==> src/logic/bkr5_pkg.sv <==
// constants shared by the rail-five configuration bank
package bkr5_pkg;
  // register pointer values on the serial bus
  localparam logic [7:0] REG_NORMAL = 8'h00;
  localparam logic [7:0] REG_LOWPWR = 8'h01;
  localparam logic [7:0] REG_UPDLY  = 8'h02;
  localparam logic [7:0] REG_DNDLY  = 8'h03;
  localparam logic [7:0] REG_RAMP   = 8'h04;
  localparam logic [7:0] REG_CONFIG = 8'h05;
  // reset values
  localparam logic [7:0] RST_NORMAL = 8'h00;
  localparam logic [7:0] RST_LOWPWR = 8'h00;
  localparam logic [7:0] RST_UPDLY  = 8'h0f;
  localparam logic [7:0] RST_DNDLY  = 8'h00;
  localparam logic [7:0] RST_RAMP   = 8'h00;
  localparam logic [7:0] RST_CONFIG = 8'h00;
  // writable bits; unused bits read zero, except config bits 1:0, which are kept
  localparam logic [7:0] MSK_SETTING = 8'h1f;
  localparam logic [7:0] MSK_DELAY   = 8'h7f;
  localparam logic [7:0] MSK_RAMP    = 8'hff;
  localparam logic [7:0] MSK_CONFIG  = 8'h7f;
  // field positions (low bit of each field)
  localparam int F_MODE   = 3;
  localparam int F_VOLT   = 0;
  localparam int F_START  = 6;
  localparam int F_STOP   = 4;
  localparam int F_RISE   = 2;
  localparam int F_FALL   = 0;
  localparam int F_PHASE  = 5;
  localparam int F_FREQ   = 2;
  // shutdown option code that skips the shutdown wait
  localparam logic [1:0] STOP_OPT_SKIP = 2'h3;
  // phase offset while synchronisation is off
  localparam logic [1:0] PHASE_NONE = 2'h0;
  // ramp/stop code 00 = 4 ms = eight half-ms units, halved per code step
  localparam logic [7:0] PERIOD_MAX_HALF_MS = 8'h08;
  // serial device address, value arbitrary
  localparam logic [6:0] DEV_ADDR = 7'h2a;
  // timing
  localparam int CLK_PERIOD_NS = 20;
  localparam int HALF_MS_NS    = 'h0007_a120;
endpackage : bkr5_pkg

==> src/logic/bkr5_regbus_if.sv <==
// internal register access between serial engine and bank
`timescale 1ns/10ps
`default_nettype none
interface bkr5_regbus_if;
  logic       wr_stb;
  logic [7:0] waddr;
  logic [7:0] wdata;
  logic [7:0] raddr;
  logic [7:0] rdata;
  modport master (output wr_stb, output waddr, output wdata, output raddr, input rdata);
  modport slave  (input wr_stb, input waddr, input wdata, input raddr, output rdata);
endinterface : bkr5_regbus_if
`default_nettype wire

==> src/logic/bkr5_serial_slave.sv <==
// two-wire serial slave driving the register bus
`timescale 1ns/10ps
`default_nettype none
module bkr5_serial_slave (
  input  wire logic        i_clk,
  input  wire logic        i_reset,
  input  wire logic        i_scl,
  input  wire logic        i_sda,
  output logic             o_sda_oe,
  bkr5_regbus_if.master    bus
);
  typedef enum logic [5:0] {
    ST_IDLE = 6'b00_0001,
    ST_RX   = 6'b00_0010,
    ST_ACK  = 6'b00_0100,
    ST_TX   = 6'b00_1000,
    ST_RACK = 6'b01_0000,
    ST_LOAD = 6'b10_0000
  } bkr5_ser_e;

  logic scl_s1, scl_s2, scl_q, sda_s1, sda_s2, sda_q;
  bkr5_ser_e state, next_state;
  logic [2:0] bitcnt, next_bitcnt;
  logic [7:0] shreg, next_shreg, ptr, next_ptr, wdata, next_wdata, waddr, next_waddr;
  logic [1:0] byte_no, next_byte_no;
  logic       rw, next_rw, sda_oe, next_sda_oe, wr_stb, next_wr_stb;
  logic       scl_rise, scl_fall, start_cond, stop_cond;
  logic [7:0] rx_byte;

  // two-stage synchronisers plus one history stage
  always_ff @(posedge i_clk or posedge i_reset) begin
    if (i_reset) begin
      {scl_s1, scl_s2, scl_q} <= 3'h7;
      {sda_s1, sda_s2, sda_q} <= 3'h7;
    end else begin
      {scl_s1, scl_s2, scl_q} <= {i_scl, scl_s1, scl_s2};
      {sda_s1, sda_s2, sda_q} <= {i_sda, sda_s1, sda_s2};
    end
  end

  assign scl_rise   = scl_s2 & ~scl_q;
  assign scl_fall   = ~scl_s2 & scl_q;
  assign start_cond = scl_s2 & scl_q & sda_q & ~sda_s2;
  assign stop_cond  = scl_s2 & scl_q & ~sda_q & sda_s2;
  assign rx_byte    = {shreg[6:0], sda_s2};

  // byte engine: address, pointer, then data with auto-increment
  always_comb begin
    next_state   = state;
    next_bitcnt  = bitcnt;
    next_shreg   = shreg;
    next_ptr     = ptr;
    next_byte_no = byte_no;
    next_rw      = rw;
    next_sda_oe  = sda_oe;
    next_wr_stb  = 1'b0;
    next_wdata   = wdata;
    next_waddr   = waddr;
    if (start_cond) begin
      next_state   = ST_RX;
      next_bitcnt  = 3'h0;
      next_byte_no = 2'h0;
      next_sda_oe  = 1'b0;
    end else if (stop_cond) begin
      next_state  = ST_IDLE;
      next_sda_oe = 1'b0;
    end else begin
      unique case (state)
        ST_IDLE: ;
        ST_RX: if (scl_rise) begin
          next_shreg  = rx_byte;
          next_bitcnt = bitcnt + 3'h1;
          if (bitcnt == 3'h7) begin
            next_state = ST_ACK;
            if (byte_no != 2'h2) next_byte_no = byte_no + 2'h1;
            if (byte_no == 2'h0) begin
              next_rw = rx_byte[0];
              if (rx_byte[7:1] != bkr5_pkg::DEV_ADDR) next_state = ST_IDLE;
            end else if (byte_no == 2'h1 && !rw) begin
              next_ptr = rx_byte;
            end else begin
              next_wr_stb = 1'b1;
              next_wdata  = rx_byte;
              next_waddr  = ptr;
              next_ptr    = ptr + 8'h01;
            end
          end
        end
        ST_ACK: if (scl_fall) begin
          if (!sda_oe) begin
            next_sda_oe = 1'b1;           // pull low for acknowledge
          end else if (rw) begin
            next_shreg  = bus.rdata;
            next_sda_oe = ~bus.rdata[7];
            next_bitcnt = 3'h0;
            next_state  = ST_TX;
          end else begin
            next_sda_oe = 1'b0;
            next_bitcnt = 3'h0;
            next_state  = ST_RX;
          end
        end
        ST_TX: if (scl_fall) begin
          if (bitcnt == 3'h7) begin
            next_sda_oe = 1'b0;
            next_state  = ST_RACK;
          end else begin
            next_bitcnt = bitcnt + 3'h1;
            next_shreg  = {shreg[6:0], 1'b0};
            next_sda_oe = ~shreg[6];
          end
        end
        ST_RACK: if (scl_rise) begin
          if (sda_s2) begin
            next_state = ST_IDLE;         // master ends the read
          end else begin
            next_ptr   = ptr + 8'h01;
            next_state = ST_LOAD;
          end
        end
        ST_LOAD: if (scl_fall) begin
          next_shreg  = bus.rdata;
          next_sda_oe = ~bus.rdata[7];
          next_bitcnt = 3'h0;
          next_state  = ST_TX;
        end
        default: next_state = ST_IDLE;
      endcase
    end
  end

  always_ff @(posedge i_clk or posedge i_reset) begin
    if (i_reset) begin
      state   <= ST_IDLE;
      bitcnt  <= 3'h0;
      shreg   <= 8'h00;
      ptr     <= 8'h00;
      byte_no <= 2'h0;
      rw      <= 1'b0;
      sda_oe  <= 1'b0;
      wr_stb  <= 1'b0;
      wdata   <= 8'h00;
      waddr   <= 8'h00;
    end else begin
      state   <= next_state;
      bitcnt  <= next_bitcnt;
      shreg   <= next_shreg;
      ptr     <= next_ptr;
      byte_no <= next_byte_no;
      rw      <= next_rw;
      sda_oe  <= next_sda_oe;
      wr_stb  <= next_wr_stb;
      wdata   <= next_wdata;
      waddr   <= next_waddr;
    end
  end

  assign o_sda_oe   = sda_oe;
  assign bus.wr_stb = wr_stb;
  assign bus.waddr  = waddr;
  assign bus.wdata  = wdata;
  assign bus.raddr  = ptr;
endmodule : bkr5_serial_slave
`default_nettype wire

==> src/logic/bkr5_config_bank.sv <==
// rail-five configuration registers and shutdown sequencing
`timescale 1ns/10ps
`default_nettype none
module bkr5_config_bank #(
  parameter int P_HALF_MS_CYCLES = bkr5_pkg::HALF_MS_NS / bkr5_pkg::CLK_PERIOD_NS
) (
  input  wire logic       I_CLK,
  input  wire logic       I_RESET,
  input  wire logic       I_SCL,
  input  wire logic       I_SDA,
  input  wire logic       I_CHIP_ENABLE,
  input  wire logic       I_LOW_POWER,
  input  wire logic       I_LAST_RAIL_OFF,
  input  wire logic       I_RAIL1_PHASE_LOCK_EN,
  input  wire logic [1:0] I_STOP_OPTION,
  output logic            O_SDA,
  output logic            O_SDA_OE,
  output logic            O_RAIL_ON,
  output logic            O_RAMPING,
  output logic [1:0]      O_MODE_SEL,
  output logic [2:0]      O_VOLTAGE_CODE,
  output logic [1:0]      O_RAMP_START_TIME,
  output logic [1:0]      O_RISE_SLEW_SEL,
  output logic [1:0]      O_FALL_SLEW_SEL,
  output logic [1:0]      O_PHASE_OFFSET_SEL,
  output logic [2:0]      O_SWITCH_FREQ_SEL,
  output logic            O_STANDBY,
  output logic            O_SEQ_IN_RESET
);
  typedef enum logic [7:0] {
    ST_RESET   = 8'b0000_0001,
    ST_UP_WAIT = 8'b0000_0010,
    ST_RAMP    = 8'b0000_0100,
    ST_ON      = 8'b0000_1000,
    ST_DN_WAIT = 8'b0001_0000,
    ST_LAST    = 8'b0010_0000,
    ST_STOP    = 8'b0100_0000,
    ST_STANDBY = 8'b1000_0000
  } bkr5_seq_e;

  localparam logic [15:0] PRE_LAST = 16'(P_HALF_MS_CYCLES - 1);

  bkr5_regbus_if regbus ();

  // register file
  logic [7:0] rail5_normal_state_setting, next_rail5_normal_state_setting;
  logic [7:0] rail5_low_power_setting, next_rail5_low_power_setting;
  logic [7:0] rail5_power_up_delay, next_rail5_power_up_delay;
  logic [7:0] rail5_power_down_delay, next_rail5_power_down_delay;
  logic [7:0] rail5_ramp_timing, next_rail5_ramp_timing;
  logic [7:0] rail5_switching_config, next_rail5_switching_config;
  logic [7:0] rdata;

  // field views
  logic [1:0] rail5_normal_mode_sel, rail5_low_power_mode_sel;
  logic [2:0] rail5_normal_voltage_code, rail5_low_power_voltage_code;
  logic [6:0] rail5_up_delay_ms, rail5_down_delay_ms;
  logic [1:0] rail5_ramp_start_time, rail5_stop_wait_time;
  logic [1:0] rail5_rise_slew_sel, rail5_fall_slew_sel;
  logic [1:0] rail5_phase_offset_sel;
  logic [2:0] rail5_switch_freq_sel;

  // pin synchronisers
  logic ce_s1, ce_s2, lp_s1, lp_s2;

  // sequencer
  bkr5_seq_e  state, next_state;
  logic [15:0] pre, next_pre;
  logic [7:0]  tcnt, next_tcnt;
  logic        tick, tdone;

  // outputs
  logic       next_rail_on, next_ramping, next_standby, next_in_reset;
  logic [1:0] next_mode, next_start, next_rise, next_fall, next_phase;
  logic [2:0] next_volt, next_freq;

  bkr5_serial_slave u_serial (
    .i_clk    (I_CLK),
    .i_reset  (I_RESET),
    .i_scl    (I_SCL),
    .i_sda    (I_SDA),
    .o_sda_oe (O_SDA_OE),
    .bus      (regbus.master)
  );

  // field extraction
  assign rail5_normal_mode_sel        = rail5_normal_state_setting[bkr5_pkg::F_MODE +: 2];
  assign rail5_normal_voltage_code    = rail5_normal_state_setting[bkr5_pkg::F_VOLT +: 3];
  assign rail5_low_power_mode_sel     = rail5_low_power_setting[bkr5_pkg::F_MODE +: 2];
  assign rail5_low_power_voltage_code = rail5_low_power_setting[bkr5_pkg::F_VOLT +: 3];
  assign rail5_up_delay_ms            = rail5_power_up_delay[6:0];
  assign rail5_down_delay_ms          = rail5_power_down_delay[6:0];
  assign rail5_ramp_start_time        = rail5_ramp_timing[bkr5_pkg::F_START +: 2];
  assign rail5_stop_wait_time         = rail5_ramp_timing[bkr5_pkg::F_STOP +: 2];
  assign rail5_rise_slew_sel          = rail5_ramp_timing[bkr5_pkg::F_RISE +: 2];
  assign rail5_fall_slew_sel          = rail5_ramp_timing[bkr5_pkg::F_FALL +: 2];
  assign rail5_phase_offset_sel       = rail5_switching_config[bkr5_pkg::F_PHASE +: 2];
  assign rail5_switch_freq_sel        = rail5_switching_config[bkr5_pkg::F_FREQ +: 3];

  // register writes, unused bits masked off except config bits 1:0
  always_comb begin
    next_rail5_normal_state_setting = rail5_normal_state_setting;
    next_rail5_low_power_setting    = rail5_low_power_setting;
    next_rail5_power_up_delay       = rail5_power_up_delay;
    next_rail5_power_down_delay     = rail5_power_down_delay;
    next_rail5_ramp_timing          = rail5_ramp_timing;
    next_rail5_switching_config     = rail5_switching_config;
    if (regbus.wr_stb) begin
      unique case (regbus.waddr)
        bkr5_pkg::REG_NORMAL: next_rail5_normal_state_setting = regbus.wdata & bkr5_pkg::MSK_SETTING;
        bkr5_pkg::REG_LOWPWR: next_rail5_low_power_setting = regbus.wdata & bkr5_pkg::MSK_SETTING;
        bkr5_pkg::REG_UPDLY:  next_rail5_power_up_delay = regbus.wdata & bkr5_pkg::MSK_DELAY;
        bkr5_pkg::REG_DNDLY:  next_rail5_power_down_delay = regbus.wdata & bkr5_pkg::MSK_DELAY;
        bkr5_pkg::REG_RAMP:   next_rail5_ramp_timing = regbus.wdata & bkr5_pkg::MSK_RAMP;
        bkr5_pkg::REG_CONFIG: next_rail5_switching_config = regbus.wdata & bkr5_pkg::MSK_CONFIG;
        default: ;                        // unmapped pointer, write dropped
      endcase
    end
  end

  always_ff @(posedge I_CLK or posedge I_RESET) begin
    if (I_RESET) begin
      rail5_normal_state_setting <= bkr5_pkg::RST_NORMAL;
      rail5_low_power_setting    <= bkr5_pkg::RST_LOWPWR;
      rail5_power_up_delay       <= bkr5_pkg::RST_UPDLY;
      rail5_power_down_delay     <= bkr5_pkg::RST_DNDLY;
      rail5_ramp_timing          <= bkr5_pkg::RST_RAMP;
      rail5_switching_config     <= bkr5_pkg::RST_CONFIG;
    end else begin
      rail5_normal_state_setting <= next_rail5_normal_state_setting;
      rail5_low_power_setting    <= next_rail5_low_power_setting;
      rail5_power_up_delay       <= next_rail5_power_up_delay;
      rail5_power_down_delay     <= next_rail5_power_down_delay;
      rail5_ramp_timing          <= next_rail5_ramp_timing;
      rail5_switching_config     <= next_rail5_switching_config;
    end
  end

  // read decode; unmapped pointers read zero
  always_comb begin
    unique case (regbus.raddr)
      bkr5_pkg::REG_NORMAL: rdata = rail5_normal_state_setting;
      bkr5_pkg::REG_LOWPWR: rdata = rail5_low_power_setting;
      bkr5_pkg::REG_UPDLY:  rdata = rail5_power_up_delay;
      bkr5_pkg::REG_DNDLY:  rdata = rail5_power_down_delay;
      bkr5_pkg::REG_RAMP:   rdata = rail5_ramp_timing;
      bkr5_pkg::REG_CONFIG: rdata = rail5_switching_config;
      default:              rdata = 8'h00;
    endcase
  end
  assign regbus.rdata = rdata;

  // enable and low-power pins cross into the clock domain
  always_ff @(posedge I_CLK or posedge I_RESET) begin
    if (I_RESET) begin
      {ce_s1, ce_s2} <= 2'h0;
      {lp_s1, lp_s2} <= 2'h0;
    end else begin
      {ce_s1, ce_s2} <= {I_CHIP_ENABLE, ce_s1};
      {lp_s1, lp_s2} <= {I_LOW_POWER, lp_s1};
    end
  end

  // half-millisecond timebase, restarted whenever a period is loaded
  assign tick  = (pre == PRE_LAST);
  assign tdone = (tcnt == 8'h00);

  // power sequencing state machine
  always_comb begin
    next_state = state;
    next_pre   = tick ? 16'h0000 : pre + 16'h0001;
    next_tcnt  = (tick && !tdone) ? tcnt - 8'h01 : tcnt;
    unique case (state)
      ST_RESET: if (ce_s2) begin
        next_state = ST_UP_WAIT;
        next_tcnt  = {rail5_up_delay_ms, 1'b0};
        next_pre   = 16'h0000;
      end
      ST_UP_WAIT: begin
        if (!ce_s2) begin
          next_state = ST_RESET;
        end else if (tdone) begin
          next_state = ST_RAMP;
          next_tcnt  = bkr5_pkg::PERIOD_MAX_HALF_MS >> rail5_ramp_start_time;
          next_pre   = 16'h0000;
        end
      end
      ST_RAMP, ST_ON: begin
        if (!ce_s2) begin
          next_state = ST_DN_WAIT;
          next_tcnt  = {rail5_down_delay_ms, 1'b0};
          next_pre   = 16'h0000;
        end else if (state == ST_RAMP && tdone) begin
          next_state = ST_ON;
        end
      end
      ST_DN_WAIT: if (tdone) begin
        // skip the wait when the shutdown option disables it
        next_state = (I_STOP_OPTION == bkr5_pkg::STOP_OPT_SKIP) ? ST_STANDBY : ST_LAST;
      end
      ST_LAST: if (I_LAST_RAIL_OFF) begin
        next_state = ST_STOP;
        next_tcnt  = bkr5_pkg::PERIOD_MAX_HALF_MS >> rail5_stop_wait_time;
        next_pre   = 16'h0000;
      end
      ST_STOP:    if (tdone) next_state = ST_STANDBY;
      ST_STANDBY: next_state = ST_RESET;
      default:    next_state = ST_RESET;
    endcase
  end

  always_ff @(posedge I_CLK or posedge I_RESET) begin
    if (I_RESET) begin
      state <= ST_RESET;
      pre   <= 16'h0000;
      tcnt  <= 8'h00;
    end else begin
      state <= next_state;
      pre   <= next_pre;
      tcnt  <= next_tcnt;
    end
  end

  // settings handed to the regulator; mode and voltage picked per power state
  always_comb begin
    // rail stays up through the down delay, drops only when it has run out
    next_rail_on  = (next_state == ST_RAMP) || (next_state == ST_ON) || (next_state == ST_DN_WAIT);
    next_ramping  = (next_state == ST_RAMP);
    next_standby  = (next_state == ST_STANDBY);
    next_in_reset = (next_state == ST_RESET);
    if (lp_s2) begin
      next_mode = rail5_low_power_mode_sel;
      next_volt = rail5_low_power_voltage_code;
    end else begin
      next_mode = rail5_normal_mode_sel;
      next_volt = rail5_normal_voltage_code;
    end
    next_start = rail5_ramp_start_time;
    next_rise  = rail5_rise_slew_sel;
    next_fall  = rail5_fall_slew_sel;
    next_phase = I_RAIL1_PHASE_LOCK_EN ? rail5_phase_offset_sel : bkr5_pkg::PHASE_NONE;
    next_freq  = rail5_switch_freq_sel;
  end

  always_ff @(posedge I_CLK or posedge I_RESET) begin
    if (I_RESET) begin
      O_SDA              <= 1'b0;                 // open drain, only ever low
      O_RAIL_ON          <= 1'b0;
      O_RAMPING          <= 1'b0;
      O_STANDBY          <= 1'b0;
      O_SEQ_IN_RESET     <= 1'b1;
      O_MODE_SEL         <= 2'h0;
      O_VOLTAGE_CODE     <= 3'h0;
      O_RAMP_START_TIME  <= 2'h0;
      O_RISE_SLEW_SEL    <= 2'h0;
      O_FALL_SLEW_SEL    <= 2'h0;
      O_PHASE_OFFSET_SEL <= 2'h0;
      O_SWITCH_FREQ_SEL  <= 3'h0;
    end else begin
      O_SDA              <= 1'b0;
      O_RAIL_ON          <= next_rail_on;
      O_RAMPING          <= next_ramping;
      O_STANDBY          <= next_standby;
      O_SEQ_IN_RESET     <= next_in_reset;
      O_MODE_SEL         <= next_mode;
      O_VOLTAGE_CODE     <= next_volt;
      O_RAMP_START_TIME  <= next_start;
      O_RISE_SLEW_SEL    <= next_rise;
      O_FALL_SLEW_SEL    <= next_fall;
      O_PHASE_OFFSET_SEL <= next_phase;
      O_SWITCH_FREQ_SEL  <= next_freq;
    end
  end
endmodule : bkr5_config_bank
`default_nettype wire

==> config.mk <==
export PLATFORM = sky130hd
export DESIGN_NAME = bkr5_config_bank
export DESIGN_NICKNAME = d
export VERILOG_FILES = /design/src/logic/bkr5_pkg.sv /design/src/logic/bkr5_regbus_if.sv /design/src/logic/bkr5_serial_slave.sv /design/src/logic/bkr5_config_bank.sv
export SDC_FILE = /design/constraint.sdc
export NUM_CORES = 1
export LEC_CHECK = 0
export BUFFER_PORTS_ARGS = -buffer_cell sky130_fd_sc_hd__clkbuf_2
export CAP_MARGIN = 20
export CORE_ASPECT_RATIO = 1.75
export CORE_MARGIN = 2
export CORE_UTILIZATION = 40
export DETAILED_ROUTE_END_ITERATION = 8
export SLEW_MARGIN = 30
export SYNTH_ARGS = -nofsm -noshare
export SYNTH_HDL_FRONTEND = slang
export SYNTH_SLANG_ARGS = --single-unit
export TNS_END_PERCENT = 100
==> constraint.sdc <==
create_clock -name I_CLK -period 4.85 [get_ports I_CLK]
set_input_delay 0.2425 -clock I_CLK [delete_from_list [all_inputs] [get_ports I_CLK]]
set_output_delay 0.2425 -clock I_CLK [all_outputs]
set_load 0.1 [all_outputs]
Yosys cells after proc, flatten, opt, wreduce, memory -nomap -nowiden:

Cells that the tools add are included.

* mux-type cells: 89
* magnitude comparators: 0
* multiply operators: 0
* reductions and logical operators: 34
* shifts and indexed selects: 2
* equality and inequality tests: 61
* add/sub/neg operators: 5
* div/mod/pow operators: 0
* bitwise gates (word level): 17

Operators with widths (number)
* $mux W8: 21
* $mux W16: 6
* $pmux W8 S6: 2
* $mux W6: 12
* $pmux W16 S4: 1
* $mux W7: 7
* $eq A8 B3 Y1 const B: 6
* $eq A8 B2 Y1 const B: 5
* $pmux W6 S6: 1
* $eq A8 B1 Y1 const B: 4
* $ne A4 B1 Y1 const B: 8
* $pmux W8 S4: 1
* $mux W3: 10
* $pmux W7 S4: 1
* $logic_not A8 Y1: 3
* $ne A2 B1 Y1 const B: 9
* $ne A3 B1 Y1 const B: 6
* $add A16 B1 Y16 const B: 1
* $eq A16 B15 Y1 const B: 1
* $eq A8 B4 Y1 const B: 2
* $eq A8 B5 Y1 const B: 2
* $mux W2: 8
* $pmux W8 S2: 1
* $reduce_and A8 Y1: 2
* other kinds (41): 88

* register bits after elaboration: 146
* ROM bits: 0
* logic and storage cells: 248
* bits in writable memories: 0
* latch bits: 0
* output and inout port bits: 22
* memories kept: 0
* input port bits: 10

Depth between registers and ports, before layout:

* word-level depth: 9
* depth in mapped cells: 8
* depth with buffers taken out: 7

Cells and area by module:

Synthesis repeated with hierarchy kept, for this count alone.

* cells, all modules: 637
* area total of the unflattened synthesis: 7118.1 um^2

Modules (own cells, without submodules)
* bkr5_config_bank: instances 1, cells each 389, area an instance 4458.0 um^2, seq. area each 2384.8 um^2
* bkr5_serial_slave: instances 1, cells each 248, area an instance 2660.1 um^2, seq. area each 1285.0 um^2

Worst setup path after synthesis:

OpenSTA, ideal clock, no wires.

* path kind: reg-to-reg
* from: reg u_serial.waddr[3], in the netlist u_serial.bus.waddr[3]
* to: reg rail5_power_down_delay[0]
* setup time: 0.125 ns
* data required time: 4.725 ns
* arrival: 2.137 ns
* setup slack: 2.588 ns
* buffers on the path: 1
* period minus slack after synthesis: 2.262 ns
* stages on the path, launching flop included: 6
* cell sequence: dfrtp_1 > or4_1 > or4b_1 > or3b_1 > buf_6 > mux2_4

* cells in the longest elaborated chain, start to end: 2

RTL lines
* start: declaration: RTL line bkr5_serial_slave.sv:24 `logic [7:0] shreg, next_shreg, ptr, next_ptr, wdata, next_wdata, waddr, next_waddr;`
* start signal: assignment: RTL line bkr5_serial_slave.sv:154 `waddr <= next_waddr;`
* $eq A8 B2 Y1: RTL line bkr5_config_bank.sv:109 `unique case (regbus.waddr)`
* $reduce_and A2 Y1 (no source line)
* end signal: assignment: RTL line bkr5_config_bank.sv:126 `rail5_power_down_delay <= bkr5_pkg::RST_DNDLY;`
* end signal: assignment: RTL line bkr5_config_bank.sv:133 `rail5_power_down_delay <= next_rail5_power_down_delay;`
* end: declaration: RTL line bkr5_config_bank.sv:49 `logic [7:0] rail5_power_down_delay, next_rail5_power_down_delay;`

Every way passes these cells.
A chain may end at the register's enable or synchronous reset.

Worst setup path in the final report:

* from: reg tcnt[2]
* to: reg tcnt[2]

* cells in the longest elaborated chain, start to end: 7
* elaborated cells on any way between the ends: 11
* those cells by class: 1 x add/sub; 7 x mux; 3 x reduce/logical

RTL lines
* start: declaration: RTL line bkr5_config_bank.sv:69 `logic [7:0] tcnt, next_tcnt;`
* start signal: assignment: RTL line bkr5_config_bank.sv:220 `tcnt <= next_tcnt;`
* branches (longest 6 deep; another with $sub A8 B1 Y8)
* $pmux W8 S4 *: RTL line bkr5_config_bank.sv:173 `unique case (state)`
* named net next_tcnt[2]: RTL line bkr5_config_bank.sv:69

Mark *: on every way through the listed nets, which the timed path passes.

==> impl_metrics.ini <==
[finish]
area_growth_pct = 13.6
n_antenna_cell = 0
final_area_mm2 = 0.00834
nets = 712
drive_above_1_share = 0.236
final_cells = 937

[worst_hold_path]
hp-class = input pin to async pin

[floorplan]
start_util = 0.408
die_x_um = 106
io_pins = 32
row_count = 65
fp.dieH_um = 183
coreArea_mm2 = 0.0180
dieArea_mm2 = 0.0195

[critical_path]
cp-end-kind = register
cp_num_buf_inv = 0
crit_path_cell_trace = or4_4, nor3_4, a21oi_1, nor3_1, o221ai_1
critPathMaxStageDelay_ps = 740
critPathSlowestCell = nor3_1
startpoint_type = register
crit_type = register to register
worstPathArrival_ps = 3170
path_delay_family = simple AND/OR/NAND/NOR gates
crit_fanout = 15
critPathRequiredTime_ps = 5100

[logic_synthesis]
synth_warnings = 0
synth.distinct_cells = 83
ys_seq_area_frac = 0.500
netlist_area_mm2 = 0.00734
synth-edff-count = 0
synth_area_per_cell_um2 = 11.0
synth_top_area_frac = 0.453
postSynthCellCount = 665
ys.flop_type = dfrtp_1
ys_ff_latch = 146
synth_fp_nets = 687
yosysTopAreaCell = dfrtp_1
yosys-top-cells-area = dfrtp_1 45%, mux2_2 11%, dfstp_2 4.7%
yosysMostFrequentCell = dfrtp_1
synthTopCellsByCount = 133 x dfrtp_1, 69 x mux2_2, 44 x nor2_1
synthArstFlopShare = 1.00

[placement]
placed_cells = 901
dpl_cell_area_mm2 = 0.00767
portBuffers = 30
gp_congestion = 0.901
hpwlAfterDp_mm = 12.9

[routing]
routed_wl_mm = 17.8
viasPerCell = 5.71
routed-via-count = 5353
first_pass_iters = 5
wire_per_inst_um = 19.0
drcViolationCount = 0
drt_iter0_drc = 342
drtAntennaViolNets = 0

[pwr]
p_leak_nw = 3.86
peakVddDrop_v = 0.000188
pwr-share-clk = 0.437
switchingPower_uw = 858
p_int_mw = 2.29
p_sw_frac = 0.273
power_frac_comb = 0.137
seq_power_share = 0.426
p_per_area_mw_per_mm2 = 377

[run]
cap_violations = 0

[outcome]
violations = hold timing
status = complete, but fails checks

[clock_network]
clkLatencyLatePin_ps = 420
path_clk_slew_ps = 70
cts_tree = built
cts_root_buf = clkbuf_16
htree_num_levels = 4
cts.sinks = 146
clock_path_buffers = 2
post_cts_resized = 0
numCtsBuffers = 17

[sta]
setup_viol = 0
rsz0062_at_grt = no
finalSetupTns_ps = 0
skew_ps = 11.8
hold_viol_final = 26
drv_slew = 0
max_freq_ghz = 0.343
hold_slack_ps = -47.3
period_minus_slack_ps = 2910
period_share = 0.601
slew_headroom = 0.424
worstMarginPinSlew_ps = 857

[global_routing]
antenna_found_initial = 0
overflow = 0
grt_max_degree = 112
grt_pass1_vias = 5571
grt_pass1_wl_mm = 28.7
track_usage = 0.189
-- cells in the final DEF, fill, tap and decap left out, types with 4 or more instances in the layout --
cell type	n
dfrtp_1	133
mux2_2	69
nor2_1	44
nand2_1	41
clkbuf_2	30
nand3_1	28
o21ai_0	24
inv_1	22
nor3_1	20
clkbuf_16	17
xor2_1	15
dfstp_2	13
a21oi_1	13
xnor2_1	13
nor4_1	12
ha_1	12
mux2i_1	11
nor2b_1	10
or3_1	10
nand4_1	9
and3_1	8
a221oi_1	8
o22ai_1	7
o31ai_1	7
mux2_4	7
or4_1	6
nand2b_1	5
a22o_1	5
and2_1	4
nand3b_1	4
a2bb2oi_1	4
a22oi_1	4
bufinv_16	4
clkbuf_1	4
dlygate4sd3_1	4
-- layer usage --
| layer | global-route usage | share of wire | vias to the layer above |
|---|---|---|---|
| li1 | - | - | 2504 |
| met1 | 0.191 | 0.36 | 2683 |
| met2 | 0.366 | 0.58 | 125 |
| met3 | 0.0291 | 0.029 | 41 |
| met4 | 0.0940 | 0.036 | 0 |
| met5 | 0 | 0 | - |
-- cell families after synthesis --
kind of cell | synth area share
simple gates | 0.176
flops | 0.500
compound gates | 0.105
mux | 0.135
buf+inv | 0.0303
xor+xnor | 0.0334
fa+ha+maj | 0.0204
other cells | 0.000511
-- what timing repair did --
item | 4_1_cts | 5_1_grt
hold endpoints to repair | 4 | 0
buffers inserted | 0 | 0
setup endpoints to repair | 0 | 0
hold buffers | 4 | 0
-- through the flow --
step	utilization	setup slack (ps)	power [mW]
floorplan	-	706	1.66
global placement	0.427	2110	1.76
detailed placement	0.427	1970	1.77
CTS	0.463	1960	3.16
global route	0.464	1790	3.27
finish	0.464	1940	3.14
-- cell type report --
type	count	area, um2
Clock inverter	10	163
Fill cell	1654	9630
Inverter	23	93.8
Tap cell	234	293
Sequential cell	146	3670
Multi-Input combinational cell	466	3460
Clock buffer	22	454
Timing Repair Buffer	36	205
-- final timing paths --
check / start / end / slack (ps) / cells after the start
max: tcnt[2] / tcnt[2] / 1940 / 5
min: I_RESET / ce_s2 / -50 / 2
max reg2reg: tcnt[2] / tcnt[2] / 1940 / 5
min reg2reg: ce_s1 / ce_s2 / 350 / 0
max in group asynchronous: I_RESET / u_serial.shreg[1] / 3860 / 3
min in group I_CLK: I_RAIL1_PHASE_LOCK_EN / O_PHASE_OFFSET_SEL[1] / 60 / 2
-- power by group through the flow --
stage | Sequential, mW | Combinational (mW) | Clock, mW
final | 1.34 | 0.430 | 1.37
after global routing | 1.35 | 0.473 | 1.45
after CTS | 1.34 | 0.419 | 1.40
after detailed placement | 1.36 | 0.413 | 0
after global placement | 1.35 | 0.404 | 0
after floorplan | 1.37 | 0.290 | 0
-- flip-flops by register name, summed over array words and instances, names as in the netlist, 3 cells and up --
| signal | count |
|---|---|
| state | 8 |
| u_serial.state | 6 |
| u_serial.bus.waddr | 8 |
| rail5_low_power_setting | 5 |
| rail5_ramp_timing | 8 |
| u_serial.shreg | 7 |
| rail5_normal_state_setting | 5 |
| pre | 16 |
| rail5_power_up_delay | 7 |
| O_SWITCH_FREQ_SEL | 3 |
| u_serial.bus.wdata | 8 |
| rail5_switching_config | 7 |
| O_VOLTAGE_CODE | 3 |
| u_serial.bus.raddr | 8 |
| tcnt | 8 |
| rail5_power_down_delay | 7 |
| u_serial.bitcnt | 3 |
Note: power is estimated with default switching activity, not from simulation.
